$ cat config.mk
export PLATFORM = sky130hd
export DESIGN_NAME = gcs_top
export DESIGN_NICKNAME = d
export VERILOG_FILES = /design/src/core/gcs_pkg.sv /design/src/core/gcs_top.sv /design/src/core/gcs_sync2.sv
export SDC_FILE = /design/constraint.sdc
export NUM_CORES = 1
export LEC_CHECK = 0
export BUFFER_PORTS_ARGS = -buffer_cell sky130_fd_sc_hd__clkbuf_2
export CAP_MARGIN = 20
export CELL_PAD_IN_SITES_DETAIL_PLACEMENT = 1
export CELL_PAD_IN_SITES_GLOBAL_PLACEMENT = 2
export CORE_UTILIZATION = 42
export DETAILED_ROUTE_END_ITERATION = 10
export GPL_ROUTABILITY_DRIVEN = 0
export PLACE_DENSITY_LB_ADDON = 0.1
export SETUP_SLACK_MARGIN = 0.2
export SKIP_CTS_REPAIR_TIMING = 1
export SLEW_MARGIN = 25
export SYNTH_ARGS = -nofsm -noshare
export SYNTH_HDL_FRONTEND = slang
export SYNTH_SLANG_ARGS = --single-unit
$ cat constraint.sdc
create_clock -name sys_clk -period 2.9 [get_ports sys_clk]
set_input_delay 0.58 -clock sys_clk [delete_from_list [all_inputs] [get_ports sys_clk]]
set_output_delay 0.58 -clock sys_clk [all_outputs]
set_load 0.02 [all_outputs]
$ cat src/core/gcs_pkg.sv
// Purpose: Shared constants and types of the configuration and sync block
// Assumes: 16-bit serial frames: read flag, 7-bit address, 8-bit data
// Notes: Offsets are the register addresses carried in the frame
package gcs_pkg;
  localparam int GCS_ADDR_W = 7;
  localparam int GCS_DATA_W = 8;
  localparam int GCS_FRAME_W = 16;
  localparam logic [4:0] GCS_FRAME_BITS = 5'h10;
  localparam logic [4:0] GCS_HDR_BITS = 5'h08;

  localparam logic [6:0] GCS_ADDR_GEN_CFG = 7'h05;
  localparam logic [6:0] GCS_ADDR_DATA_CTRL = 7'h06;
  localparam logic [7:0] GCS_RST_GEN_CFG = 8'h08;
  localparam logic [7:0] GCS_RST_DATA_CTRL = 8'h80;
  localparam logic [7:0] GCS_UNMAPPED_READ = 8'h00;

  // General configuration fields
  localparam int GCS_BIT_RETIME = 5;
  localparam int GCS_BIT_CM_PWRDN = 4;
  localparam int GCS_VSEL_LSB = 0;
  // Data control fields
  localparam int GCS_BIT_SOFT_SYNC = 7;

  // Common-mode voltage select encodings
  localparam logic [1:0] GCS_VSEL_HALF_SUPPLY = 2'h0;
  localparam logic [1:0] GCS_VSEL_1V65 = 2'h1;
  localparam logic [1:0] GCS_VSEL_2V5 = 2'h2;
  localparam logic [1:0] GCS_VSEL_2V14 = 2'h3;

  // Timing counts in master clock cycles
  localparam int GCS_SYNC_PULSE_CYCLES = 4;
  localparam int GCS_SETTLE_CYCLES = 1024;

  typedef struct packed {
    logic rd;
    logic [GCS_ADDR_W-1:0] addr;
    logic [GCS_DATA_W-1:0] data;
  } gcs_frame_t;

  typedef struct packed {
    logic buffer_powerdown;
    logic [1:0] voltage_select;
    logic output_enable;
  } gcs_cm_ctrl_t;
endpackage

$ cat src/core/gcs_top.sv
// Purpose: General configuration and data control registers with sync
// Assumes: sys_clk is the master clock; serial clock is far slower than it
// Notes: Serial pins are oversampled, so the serial clock must stay below
//   about one eighth of sys_clk
`timescale 1ns/1ns
`default_nettype none
// Summary of operation
// - Retime bit set drives sync output from the other master clock edge.
// - Buffer power-down bit set turns the common-mode buffer off.
// - Two-bit select picks half supply, 1.65 V, 2.5 V or 2.14 V.
// - Channel 0 in standby also disables the common-mode output.
// - Sync recognised only at the last serial clock rise of that write.
// - Recognised sync drives a master-clock aligned pulse on sync output.
// - General configuration at 0x05, resets to 0x08.
// - Data control at 0x06, resets to 0x80, sync bit high.
module gcs_top #(
  parameter int SYNC_PULSE_CYCLES = gcs_pkg::GCS_SYNC_PULSE_CYCLES,
  parameter int SETTLE_CYCLES = gcs_pkg::GCS_SETTLE_CYCLES
) (
  // Clock and reset
  input wire logic sys_clk,
  input wire logic reset_n,
  // Serial register port
  input wire logic sclk,
  input wire logic cs_n,
  input wire logic mosi,
  output logic miso,
  output logic miso_oe,
  // Sync pins
  input wire logic start_n,
  input wire logic sync_in_n,
  output logic sync_out_n,
  // Channel state from the converter core
  input wire logic channel0_standby,
  // Common-mode control
  output gcs_pkg::gcs_cm_ctrl_t common_mode_output,
  // Filter control
  output logic filter_reset,
  output logic data_output_enable
);
  import gcs_pkg::*;

  localparam logic [15:0] PULSE_LEN = 16'(SYNC_PULSE_CYCLES);
  localparam logic [15:0] SETTLE_LEN = 16'(SETTLE_CYCLES);

  logic sclk_s, cs_n_s, mosi_s, start_n_s, sync_in_n_s;

  gcs_sync2 #(
    .WIDTH(5),
    .RESET_VAL(5'h1f)
  ) u_pin_sync (
    .sys_clk(sys_clk),
    .reset_n(reset_n),
    .async_in({sclk, cs_n, mosi, start_n, sync_in_n}),
    .sync_out({sclk_s, cs_n_s, mosi_s, start_n_s, sync_in_n_s})
  );

  function automatic logic [7:0] read_mux(input logic [6:0] addr,
                                          input logic [7:0] gen,
                                          input logic [7:0] ctl);
    case (addr)
      GCS_ADDR_GEN_CFG: read_mux = gen;
      GCS_ADDR_DATA_CTRL: read_mux = ctl;
      default: read_mux = GCS_UNMAPPED_READ;
    endcase
  endfunction

  // Serial shifter state
  logic sclk_prev_q, sclk_prev_d;
  logic start_prev_q, start_prev_d;
  logic sync_prev_q, sync_prev_d;
  logic [4:0] bit_cnt_q, bit_cnt_d;
  logic [15:0] shift_q, shift_d;
  logic [7:0] out_q, out_d;
  logic [6:0] addr_q, addr_d;
  logic rd_q, rd_d;
  // Registers
  logic [7:0] gen_cfg_q, gen_cfg_d;
  logic [7:0] data_ctrl_q, data_ctrl_d;
  // Sync and settling
  logic soft_sync;
  logic [15:0] pulse_cnt_q, pulse_cnt_d;
  logic sync_pos_n_q, sync_pos_n_d;
  logic sync_neg_n_q;
  logic filt_rst_q, filt_rst_d;
  logic [15:0] settle_q, settle_d;
  logic settled_q, settled_d;

  logic sclk_rise, sclk_fall;
  gcs_frame_t frame;

  always_comb begin
    sclk_rise = sclk_s & ~sclk_prev_q & ~cs_n_s;
    sclk_fall = ~sclk_s & sclk_prev_q & ~cs_n_s;
    sclk_prev_d = sclk_s;
    start_prev_d = start_n_s;
    sync_prev_d = sync_in_n_s;
    bit_cnt_d = bit_cnt_q;
    shift_d = shift_q;
    out_d = out_q;
    addr_d = addr_q;
    rd_d = rd_q;
    gen_cfg_d = gen_cfg_q;
    data_ctrl_d = data_ctrl_q;
    soft_sync = 1'b0;
    frame = gcs_frame_t'({shift_q[14:0], mosi_s});
    if (cs_n_s) begin
      // Deselect aborts any partial frame; nothing is written
      bit_cnt_d = 5'h00;
      out_d = 8'h00;
    end else if (sclk_rise && bit_cnt_q != GCS_FRAME_BITS) begin
      shift_d = {shift_q[14:0], mosi_s};
      bit_cnt_d = bit_cnt_q + 5'h01;
      if (bit_cnt_q == GCS_FRAME_BITS - 5'h01 && !frame.rd) begin
        case (frame.addr)
          GCS_ADDR_GEN_CFG: gen_cfg_d = frame.data;
          GCS_ADDR_DATA_CTRL: begin
            data_ctrl_d = frame.data;
            soft_sync = frame.data[GCS_BIT_SOFT_SYNC] &
                        ~data_ctrl_q[GCS_BIT_SOFT_SYNC];
          end
          default: ;
        endcase
      end
    end else if (sclk_fall) begin
      if (bit_cnt_q == GCS_HDR_BITS) begin
        rd_d = shift_q[7];
        addr_d = shift_q[6:0];
        out_d = shift_q[7] ? read_mux(shift_q[6:0], gen_cfg_q, data_ctrl_q)
                           : 8'h00;
      end else if (bit_cnt_q > GCS_HDR_BITS) begin
        out_d = {out_q[6:0], 1'b0};
      end
    end
  end

  always_comb begin
    pulse_cnt_d = pulse_cnt_q;
    // Soft sync and start pin share one pulse
    if (soft_sync || (!start_n_s && start_prev_q)) begin
      pulse_cnt_d = PULSE_LEN;
    end else if (pulse_cnt_q != 16'h0000) begin
      pulse_cnt_d = pulse_cnt_q - 16'h0001;
    end
    sync_pos_n_d = (pulse_cnt_q == 16'h0000);
    filt_rst_d = ~sync_in_n_s & sync_prev_q;
    settle_d = settle_q;
    settled_d = settled_q;
    if (filt_rst_q) begin
      settle_d = SETTLE_LEN;
      settled_d = 1'b0;
    end else if (settle_q != 16'h0000) begin
      settle_d = settle_q - 16'h0001;
    end else begin
      settled_d = 1'b1;
    end
  end

  always_ff @(posedge sys_clk or negedge reset_n) begin
    if (!reset_n) begin
      sclk_prev_q <= 1'b1;
      start_prev_q <= 1'b1;
      sync_prev_q <= 1'b1;
      bit_cnt_q <= 5'h00;
      shift_q <= 16'h0000;
      out_q <= 8'h00;
      addr_q <= 7'h00;
      rd_q <= 1'b0;
      gen_cfg_q <= GCS_RST_GEN_CFG;
      data_ctrl_q <= GCS_RST_DATA_CTRL;
      pulse_cnt_q <= 16'h0000;
      sync_pos_n_q <= 1'b1;
      filt_rst_q <= 1'b0;
      settle_q <= 16'h0000;
      settled_q <= 1'b1;
    end else begin
      sclk_prev_q <= sclk_prev_d;
      start_prev_q <= start_prev_d;
      sync_prev_q <= sync_prev_d;
      bit_cnt_q <= bit_cnt_d;
      shift_q <= shift_d;
      out_q <= out_d;
      addr_q <= addr_d;
      rd_q <= rd_d;
      gen_cfg_q <= gen_cfg_d;
      data_ctrl_q <= data_ctrl_d;
      pulse_cnt_q <= pulse_cnt_d;
      sync_pos_n_q <= sync_pos_n_d;
      filt_rst_q <= filt_rst_d;
      settle_q <= settle_d;
      settled_q <= settled_d;
    end
  end

  always_ff @(negedge sys_clk or negedge reset_n) begin
    if (!reset_n) begin
      sync_neg_n_q <= 1'b1;
    end else begin
      sync_neg_n_q <= sync_pos_n_q;
    end
  end

  assign sync_out_n = gen_cfg_q[GCS_BIT_RETIME] ? sync_neg_n_q : sync_pos_n_q;
  assign miso = out_q[7];
  assign miso_oe = ~cs_n_s;
  // One process drives the whole struct, so it has a single driver
  always_comb begin
    common_mode_output.buffer_powerdown = gen_cfg_q[GCS_BIT_CM_PWRDN];
    common_mode_output.voltage_select = gen_cfg_q[GCS_VSEL_LSB +: 2];
    common_mode_output.output_enable =
      ~gen_cfg_q[GCS_BIT_CM_PWRDN] & ~channel0_standby;
  end
  assign filter_reset = filt_rst_q;
  assign data_output_enable = settled_q & ~filt_rst_q;
endmodule
`default_nettype wire

$ cat src/core/gcs_sync2.sv
// Purpose: Two flip-flop synchroniser for pin inputs
// Assumes: Inputs are slow levels relative to sys_clk
// Notes: Stage one is read only by stage two
`timescale 1ns/1ns
`default_nettype none
module gcs_sync2 #(
  parameter int WIDTH = 1,
  parameter logic [WIDTH-1:0] RESET_VAL = '0
) (
  // Clock and reset
  input wire logic sys_clk,
  input wire logic reset_n,
  // Data
  input wire logic [WIDTH-1:0] async_in,
  output logic [WIDTH-1:0] sync_out
);
  logic [WIDTH-1:0] meta_q;
  logic [WIDTH-1:0] meta_d;
  logic [WIDTH-1:0] sync_q;
  logic [WIDTH-1:0] sync_d;

  always_comb begin
    meta_d = async_in;
    sync_d = meta_q;
  end

  always_ff @(posedge sys_clk or negedge reset_n) begin
    if (!reset_n) begin
      meta_q <= RESET_VAL;
      sync_q <= RESET_VAL;
    end else begin
      meta_q <= meta_d;
      sync_q <= sync_d;
    end
  end

  assign sync_out = sync_q;
endmodule
`default_nettype wire

# After elaboration in Yosys (flattened, before gate mapping)

Index checks and enable logic that the tools add are counted.

Input port bits: 8
Logic and storage cells: 83
Register bits after elaboration: 93
Output and inout port bits: 9

$lt $le $gt $ge: 1
Bitwise gates (word level): 16
Mux-type cells: 20
Reduce and logical (&&, ||, !) cells: 18
$add $sub $neg: 3
Equal/unequal tests: 9

Operators with widths:

| cell                    | number |
|---|---|
| $mux W16                | 4 |
| $mux W8                 | 6 |
| $reduce_bool A16 Y1     | 2 |
| $sub A16 B1 Y16 const B | 2 |
| $eq A7 B3 Y1 const B    | 4 |
| $logic_not A16 Y1       | 1 |
| $pmux W8 S2             | 1 |
| $eq A5 B4 Y1 const B    | 2 |
| $mux W5                 | 2 |
| $and A1 B1 Y1           | 8 |
| $not A1 Y1              | 8 |
| $reduce_and A4 Y1       | 2 |
| $reduce_bool A2 Y1      | 4 |
| $mux W1                 | 7 |
| $add A5 B1 Y5 const B   | 1 |
| $gt A5 B4 Y1 const B    | 1 |
| $ne A5 B5 Y1 const B    | 1 |
| $logic_and A1 B1 Y1     | 3 |
| $reduce_and A3 Y1       | 1 |
| $reduce_bool A3 Y1      | 1 |
| $logic_not A1 Y1        | 2 |
| $ne A2 B1 Y1 const B    | 1 |
| $ne A2 B2 Y1 const B    | 1 |
| $reduce_and A2 Y1       | 1 |
| $logic_or A1 B1 Y1      | 1 |

# Longest topological paths before layout

Gate-level depths: netlist (run 1).

Depth after elaboration: 8
Depth in mapped cells: 8
Mapped depth without buffers: 7

# Cells and area by module

A second synthesis (run 1) with hierarchy kept.

Cells, all modules: 356
Area, all modules: 4,139.0 um^2

By module, submodules not included:

| module    | sequential area each (um^2) | instances | cells each | area an instance (um^2) |
|---|---|---|---|---|
| gcs_top   | 2,087.0                     | 1         | 346        | 3,876.2 |
| gcs_sync2 | 262.8                       | 1         | 10         | 262.8 |

==> qor.yml, run 1 <==
run_status:
  status: "finished with violations"
  violations: "setup timing"
finish:
  multi_input_area_um2: 1810
  seqCellArea_um2: 2350
  fillers: 1070
  diodes: 0
  layout-drive-gt1-share_pct: 17.8
  final_cell_mix: "dfrtp_1, mux2_1, nor2_1"
  layout_commonest_cell: "dfrtp_1"
  final_cells: 533
  synthToLayoutAreaGrowth_pct: 10.7
  nets: 408
worst_setup_path:
  required_ns: 2.32
  cp.buffers_inverters: 1
  reg2reg_slack_ns: 0.54
  cp.arrival_ns: 2.59
  crit_family: "flip-flops"
  reg2reg_from: "bit_cnt_q[0]"
  rr_worst_depth: 8
  worst_path_max_delay_cell: "dfstp_2"
  critPathMaxFanout: 1
  crit_type: "reg2out"
  path_cells: "mux2_4, buf_6"
  reg2reg_to: "gen_cfg_q[2]"
  cpPeakStageDelay_ns: 0.50
  cp-start-kind: "register"
  end_kind: "output pin"
sta:
  timing.final.ws_setup_ns: -0.269
  tightest_slew_ns: 0.777
  rsz0062_at_grt: "true"
  final_hold_viol_count: 0
  setup-violations-final: 1
  fin_worst_hold_slack_ns: 0.291
  slew_violations: 0
  maxSlewHeadroom_pct: 47.7
  clock_skew_ns: 0.0357
clock_tree:
  cts_buffer_depth: 2
  clk_pin_slew_worst_paths_ns: 0.09
  cts_sinks: 93
  cts.htree.levels: 3
  root_buffer: "clkbuf_8"
  numCtsBuffers: 9
  clock_latency_ns: 0.39
  tritoncts: "done"
die:
  ios: 17
  coreArea_um2: 9860
  die_h_um: 103
  die_x_um: 103
  rows: 36
  start_util_pct: 43.6
  dieArea_um2: 10600
global_routing:
  grt_first_pass_wirelength_um: 14500
  grt_max_degree: 57
  grt.overflow.total: 0
  grt_usage_pct: 18.3
  antenna_found_initial: 0
  grt_pass1_vias: 2977
synth:
  synth_area_leaders: "dfrtp_1, dfstp_2, mux2_1"
  synth_top_area_share_pct: 43.7
  synth_seq_cells: 93
  syn_area_um2: 4300
  synth_cells: 376
  synth_edf_count: 0
  synth.distinct_cells: 64
  syn_nets: 389
  synth_top_cell_by_area: "dfrtp_1"
  yosysWarnings: 0
  dominantRegCellSynth: "dfrtp_1"
  synth_seq_area_share_pct: 54.7
  syn_area_per_cell_um2: 11.4
  synth-async-reset-ratio_pct: 100
min_path:
  whs_endpoint: "u_pin_sync.meta_q[0]"
  worst_hold_path.num_cells: 1
  hp-class: "in2reg"
  min-delay-start: "sync_in_n"
power:
  p_leak_uw: 0.00211
  powerDensity_nw_per_um2: 814
  total_power_uw: 3870
  peakVddDrop_v: 0.000401
route:
  drc: 0
  wl_per_cell_um: 16.0
  drt_pre_antenna_iters: 4
  postRouteAntennaNets: 0
  drt-total-wl_um: 8540
  num_vias: 2940
  avgViaCountPerCell: 5.52
  drt_iter0_markers: 59
place:
  io_buffers: 16
  dp_hpwl_um: 5990
  placedCellCount: 517
flow_run:
  maxCapViolations: 0
[final cells by class]
cell class                      instances  area share, %
Inverter                               19           1.50
Timing Repair Buffer                   23           2.97
Tap cell                              133           3.50
Sequential cell                        93           49.4
Multi-Input combinational cell        248           38.0
Clock inverter                          4           1.53
Clock buffer                           13           3.13
[per-layer routing]
layer / GRT usage, % / wire length (µm)
met1: 22.0 / 3910
met2: 31.2 / 4330
met3: 5.98 / 216
met4: 5.53 / 91
met5: 0 / 0
[worst max path at each step]
stage | startpoint | end | slack, ns | cells past startpoint
after floorplan | sync_neg_n_q | sync_out_n | 0.21 | 1
after global placement | sync_neg_n_q | sync_out_n | 0.1 | 2
after detailed placement | sync_neg_n_q | sync_out_n | 0.09 | 2
after CTS | sync_neg_n_q | sync_out_n | -0.33 | 2
after global routing | sync_neg_n_q | sync_out_n | -0.33 | 2
final | sync_neg_n_q | sync_out_n | -0.27 | 2
[Yosys cell counts, drive strengths merged, types with 3 or more instances]
library cell  number
dfrtp             75
mux2              36
nor2              22
a21oi             20
inv               20
dfstp             18
o21ai             18
nand2             14
nor3              12
or3               12
nand3             11
nor4              10
buf                9
nor2b              9
a22oi              7
a32oi              6
clkbuf             6
or4                6
ha                 5
nand4              5
a211oi             4
nand2b             4
o31ai              4
or2                4
nor4b              3
[flip-flops by register name, indices dropped and copies added, names as in the netlist]
register and count:
gen_cfg_q 8, sclk_prev_q 1, sync_prev_q 1, data_ctrl_q 8, u_pin_sync.sync_out 5, sync_neg_n_q 1
pulse_cnt_q 16, u_pin_sync.meta_q 5, settled_q 1, settle_q 16, bit_cnt_q 5, sync_pos_n_q 1
out_q 8, filter_reset 1, shift_q 15, start_prev_q 1
[cell families (layout without fill, tap and decap cells)]
| family | Yosys count | in the layout | synth area share (%) |
|---|---|---|---|
| buffers and inverters | 35 | 59 | 3.38 |
| XOR/XNOR | 3 | 3 | 0.611 |
| adder cells (fa/ha/maj) | 5 | 5 | 1.46 |
| AND/OR/NAND/NOR | 124 | 124 | 17.7 |
| multiplexers | 38 | 38 | 9.90 |
| AO/OA/AOI/OAI | 78 | 78 | 12.3 |
| flip-flops | 93 | 93 | 54.7 |
[stage by stage]
| stage | TNS, ns | utilization, % | area (µm²) | setup slack [ns] |
|---|---|---|---|---|
| floorplan | 0 | - | 4300 | 0.210 |
| global placement | 0 | 46.0 | 4530 | 0.0965 |
| global route | -0.329 | 48.2 | 4760 | -0.329 |
| CTS | -0.332 | 48.2 | 4750 | -0.332 |
| finish | -0.269 | 48.2 | 4760 | -0.269 |
| detailed placement | 0 | 46.0 | 4530 | 0.0918 |
[where the power goes]
group / switching [µW] / internal [µW]
Sequential: 281 / 1540
Clock: 438 / 514
Combinational: 619 / 479
Total: 1340 / 2540
(Power assumes the default switching activity.)
==> run 2, diff against run 1 <==
CORE_ASPECT_RATIO = 0.7   (was unset)
==> run 2 against run 1 <==
Compared with the run above: the flow still finishes with violations (setup timing); sequential cell count did not move; via count up 0.58%; clock power up 42%; die area about the same; utilization up 1.5 points; sequential share of layout area is 1.3 points lower; largest power group unchanged.
==> qor.yml, run 2 (synthesized netlist as in run 1, its figures left out) <==
clock_tree:
  clk_pin_slew_worst_paths_ns: 0.07  # was 0.09 ns
  clock_latency_ns: 0.38  # was 0.39 ns
  cts.htree.levels: 3  # unchanged
  tritoncts: "done"  # unchanged
  root_buffer: "clkbuf_16"  # was clkbuf_8
  numCtsBuffers: 9  # unchanged
  cts_buffer_depth: 2  # unchanged
  cts_sinks: 93  # unchanged
die:
  start_util_pct: 43.7  # was 43.6%
  ios: 17  # unchanged
  die_x_um: 123  # was 103 µm
  rows: 30  # was 36
  coreArea_um2: 9830  # was 9860 µm²
  die_h_um: 86.7  # was 103 µm
  dieArea_um2: 10700  # was 10600 µm²
route:
  drt_iter0_markers: 85  # was 59
  avgViaCountPerCell: 5.59  # was 5.52
  wl_per_cell_um: 17.4  # was 16.0 µm
  postRouteAntennaNets: 0  # unchanged
  num_vias: 2957  # was 2940
  drc: 0  # unchanged
  drt-total-wl_um: 9200  # was 8540 µm
  drt_pre_antenna_iters: 4  # unchanged
worst_setup_path:
  required_ns: 2.32  # about the same
  path_cells: "mux2_4, buf_6"  # unchanged
  crit_family: "flip-flops"  # unchanged
  critPathMaxFanout: 1  # unchanged
  cp.arrival_ns: 2.58  # was 2.59 ns
  worst_path_max_delay_cell: "dfstp_2"  # unchanged
  cp-start-kind: "register"  # unchanged
  end_kind: "output pin"  # unchanged
  cpPeakStageDelay_ns: 0.50  # about the same
  cp.buffers_inverters: 1  # unchanged
  crit_type: "reg2out"  # unchanged
place:
  io_buffers: 16  # unchanged
  dp_hpwl_um: 6520  # was 5990 µm
finish:
  final_cell_mix: "dfrtp_1, mux2_1, nor2_1"  # unchanged
  synthToLayoutAreaGrowth_pct: 13.7  # was 10.7%
  diodes: 0  # unchanged
  layout_commonest_cell: "dfrtp_1"  # unchanged
  nets: 409  # was 408
  top_regs: "pulse_cnt_q (16), settle_q (16), shift_q (15)"  # unchanged
  layout-drive-gt1-share_pct: 18.7  # was 17.8%
min_path:
  hp-class: "in2reg"  # unchanged
sta:
  setup-violations-final: 1  # unchanged
  timing.final.ws_setup_ns: -0.258  # was -0.269 ns
  clock_skew_ns: 0.0522  # was 0.0357 ns
  slew_violations: 0  # unchanged
  tightest_slew_ns: 0.865  # was 0.777 ns
  fin_worst_hold_slack_ns: 0.318  # was 0.291 ns
  rsz0062_at_grt: "true"  # unchanged
  finalSetupTns_ns: -0.258  # was -0.269 ns
  final_hold_viol_count: 0  # unchanged
  maxSlewHeadroom_pct: 41.8  # was 47.7%
power:
  peakVddDrop_v: 0.000413  # was 0.000401 V
  seq_power_share_pct: 42.5  # was 47.1%
  p_clk_share_pct: 31.3  # was 24.6%
  sw_frac_of_total_pct: 33.3  # was 34.5%
  powerDensity_nw_per_um2: 883  # was 814 nW/µm²
  combPwrFrac_pct: 26.2  # was 28.4%
  p_leak_uw: 0.00217  # was 0.00211 µW
  intPower_uw: 2880  # was 2540 µW
  p_sw_uw: 1440  # was 1340 µW
global_routing:
  use_met2_pct: 28.0  # was 31.2%
  top_usage_layer: "met1"  # was met2
  antenna_found_initial: 0  # unchanged
  grt_max_degree: 59  # was 57
  grt_usage_pct: 19.6  # was 18.3%
  grt_pass1_vias: 3056  # was 2977
  gr-usage-met1_pct: 29.6  # was 22.0%
  grt.overflow.total: 0  # unchanged
  grt_use_met3_pct: 4.74  # was 5.98%
  grt_first_pass_wirelength_um: 16000  # was 14500 µm
flow_run:
  maxCapViolations: 0  # unchanged
run_status:
  violations: "setup timing"  # unchanged
  status: "finished with violations"  # unchanged
run 2: final timing paths:
kind / end / start / cells past startpoint / slack (ns)
worst max-delay path: sync_out_n / sync_neg_n_q / 2 / -0.26
worst min-delay path: u_pin_sync.meta_q[2] / mosi / 1 / 0.32
worst max register to register: gen_cfg_q[7] / bit_cnt_q[0] / 8 / 0.43
worst min register to register: u_pin_sync.sync_out[3] / u_pin_sync.meta_q[3] / 0 / 0.36
max in group asynchronous: sync_neg_n_q / reset_n / 1 / 1.25
min in group asynchronous: pulse_cnt_q[12] / reset_n / 2 / 0.35
run 2: stage by stage:
stage / cells / setup WS (ns) / instance area [µm²] / power (µW) / utilization, %
2_1_floorplan: 376 / 0.210 / 4300 / 2650 / -
3_3_place_gp: 513 / 0.0988 / 4540 / 2930 / 46.1
3_5_place_dp: 513 / 0.0946 / 4540 / 2990 / 46.1
4_1_cts: 529 / -0.314 / 4880 / 4360 / 49.6
5_1_grt: 529 / -0.285 / 4890 / 4610 / 49.7
6_report: 529 / -0.258 / 4890 / 4320 / 49.7
run 2: area by class of cell:
| type | count | area, µm² |
|---|---|---|
| Clock buffer | 9 | 225 |
| Clock inverter | 8 | 125 |
| Fill cell | 1059 | 4950 |
| Inverter | 19 | 71.3 |
| Multi-Input combinational cell | 248 | 1810 |
| Sequential cell | 93 | 2350 |
| Tap cell | 128 | 160 |
| Timing Repair Buffer | 24 | 149 |
run 2: per-layer routing:
metal | wire, µm | vias up | part of all wire (%)
met4 | 70 | 0 | 0.76
li1 | - | 1426 | -
met3 | 310 | 7 | 3.4
met2 | 4020 | 36 | 44
met5 | 0 | - | 0
met1 | 4800 | 1488 | 52
run 2: power by group through the flow:
| stage | clock network, µW | registers (µW) | logic (µW) |
|---|---|---|---|
| 3_5_place_dp | 4.31 | 1860 | 1130 |
| 5_1_grt | 1440 | 1890 | 1280 |
| 3_3_place_gp | 4.31 | 1840 | 1090 |
| 4_1_cts | 1390 | 1840 | 1130 |
| 2_1_floorplan | 4.31 | 1760 | 888 |
| 6_report | 1350 | 1840 | 1130 |
==> run 3, diff against run 2 <==
PLACE_DENSITY = 0.85   (was unset)
PLACE_DENSITY_LB_ADDON = unset   (was 0.1)
==> run 3 against run 2 <==
Compared with the run above: the flow still finishes with violations (setup timing); clock-buffer cell count did not move; clock skew increased by 0.0012 ns; worst setup slack worse by 0.018 ns; power is 2.2% lower; via count increased by 1.4%; die area unchanged; sequential power is essentially flat; wire length up 2.2%; global-route usage up 0.25 points; clock power decreased by 8%; final area fell by 0.64%; final cell count fell by 0.19%; critical path type unchanged; largest power group unchanged; highest routed layer unchanged.
==> qor.yml, run 3 (synthesized netlist as in run 1, its figures left out) <==
worst_setup_path:
  cp.depth: 2  # unchanged
  required_ns: 2.32  # about the same
  cp-start-kind: "register"  # unchanged
  path_cells: "mux2_4, buf_6"  # unchanged
  cp.arrival_ns: 2.60  # was 2.58 ns
  critPathMaxFanout: 1  # unchanged
  rr_worst_depth: 8  # unchanged
  worst_path_max_delay_cell: "dfstp_2"  # unchanged
  crit_family: "flip-flops"  # unchanged
  cpPeakStageDelay_ns: 0.51  # was 0.50 ns
  crit_type: "reg2out"  # unchanged
  end_kind: "output pin"  # unchanged
  cp.buffers_inverters: 1  # unchanged
finish:
  synthToLayoutAreaGrowth_pct: 13.0  # was 13.7%
  diodes: 0  # unchanged
  final_area_um2: 4860  # was 4890 µm²
  final_cell_mix: "dfrtp_1, mux2_1, nor2_1"  # unchanged
  layout_commonest_cell: "dfrtp_1"  # unchanged
  nets: 408  # was 409
  top_regs: "pulse_cnt_q (16), settle_q (16), shift_q (15)"  # unchanged
  postLayoutCoreUtil_pct: 49.4  # was 49.7%
  layout-drive-gt1-share_pct: 18.8  # was 18.7%
  fillers: 1048  # was 1059
sta:
  rsz0062_at_grt: "true"  # unchanged
  clock_skew_ns: 0.0534  # was 0.0522 ns
  setup-violations-final: 1  # unchanged
  tightest_slew_ns: 0.820  # was 0.865 ns
  slew_violations: 0  # unchanged
  fin_worst_hold_slack_ns: 0.308  # was 0.318 ns
  maxSlewHeadroom_pct: 44.8  # was 41.8%
  timing.final.ws_setup_ns: -0.276  # was -0.258 ns
  final_hold_viol_count: 0  # unchanged
  finalSetupTns_ns: -0.276  # was -0.258 ns
global_routing:
  antenna_found_initial: 0  # unchanged
  grt_usage_pct: 19.8  # was 19.6%
  grt_max_degree: 49  # was 59
  grt.overflow.total: 0  # unchanged
  grt_use_met3_pct: 4.41  # was 4.74%
  use_met2_pct: 29.2  # was 28.0%
  grt_pass1_vias: 3143  # was 3056
  gr-usage-met1_pct: 29.2  # was 29.6%
  top_usage_layer: "met1"  # unchanged
  grt_first_pass_wirelength_um: 16200  # was 16000 µm
route:
  avgViaCountPerCell: 5.68  # was 5.59
  num_vias: 2998  # was 2957
  drt-total-wl_um: 9400  # was 9200 µm
  wl_per_cell_um: 17.8  # was 17.4 µm
  drt_pre_antenna_iters: 5  # was 4
  drc: 0  # unchanged
  postRouteAntennaNets: 0  # unchanged
  drt_iter0_markers: 163  # was 85
run_status:
  violations: "setup timing"  # unchanged
  status: "finished with violations"  # unchanged
die:
  start_util_pct: 43.7  # unchanged
  die_x_um: 123  # unchanged
  ios: 17  # unchanged
  rows: 30  # unchanged
  coreArea_um2: 9830  # unchanged
  die_h_um: 86.7  # unchanged
  dieArea_um2: 10700  # unchanged
min_path:
  worst_hold_path.num_cells: 1  # unchanged
  hp-class: "in2reg"  # unchanged
place:
  dp_hpwl_um: 6490  # was 6520 µm
  placed_area_um2: 4530  # was 4540 µm²
  io_buffers: 16  # unchanged
clock_tree:
  tritoncts: "done"  # unchanged
  cts_sinks: 93  # unchanged
  clk_pin_slew_worst_paths_ns: 0.07  # about the same
  cts_buffer_depth: 2  # unchanged
  root_buffer: "clkbuf_16"  # unchanged
  cts.htree.levels: 3  # unchanged
  numCtsBuffers: 9  # unchanged
  clock_latency_ns: 0.39  # was 0.38 ns
power:
  powerDensity_nw_per_um2: 869  # was 883 nW/µm²
  p_leak_uw: 0.00216  # was 0.00217 µW
  total_power_uw: 4220  # was 4320 µW
  peakVddDrop_v: 0.000493  # was 0.000413 V
flow_run:
  maxCapViolations: 0  # unchanged
[run 3: metrics by stage]
stage | cells | setup WS [ns]
finish | 528 | -0.276
global route | 528 | -0.303
CTS | 528 | -0.334
detailed placement | 512 | 0.0857
global placement | 512 | 0.0909
floorplan | 376 | 0.210
[run 3: worst paths after layout]
check / startpoint / end / slack, ns
max: sync_neg_n_q / sync_out_n / -0.28
min: mosi / u_pin_sync.meta_q[2] / 0.31
max reg2reg: bit_cnt_q[0] / gen_cfg_q[7] / 0.48
min reg2reg: u_pin_sync.meta_q[0] / u_pin_sync.sync_out[0] / 0.36
max in group asynchronous: reset_n / sync_neg_n_q / 1.26
min in group asynchronous: reset_n / settle_q[4] / 0.42
[run 3: layer usage]
layer,part of all wire (%),vias up
met5,0,-
met4,0.90,0
met3,2.3,8
met2,46,27
met1,51,1540
li1,-,1423
[run 3: report_power, final]
part	total (µW)	internal (µW)	switching, µW
clock network	1240	691	546
registers	1840	1540	293
logic	1150	482	667
total	4220	2720	1510
[run 3: layout make-up]
type / count / area [µm²] / area share, %
Clock inverter: 8 / 95.1 / 1.96
Multi-Input combinational cell: 248 / 1810 / 37.4
Sequential cell: 93 / 2350 / 48.4
Clock buffer: 9 / 225 / 4.64
Tap cell: 128 / 160 / 3.30
Timing Repair Buffer: 23 / 141 / 2.91
Inverter: 19 / 71.3 / 1.47
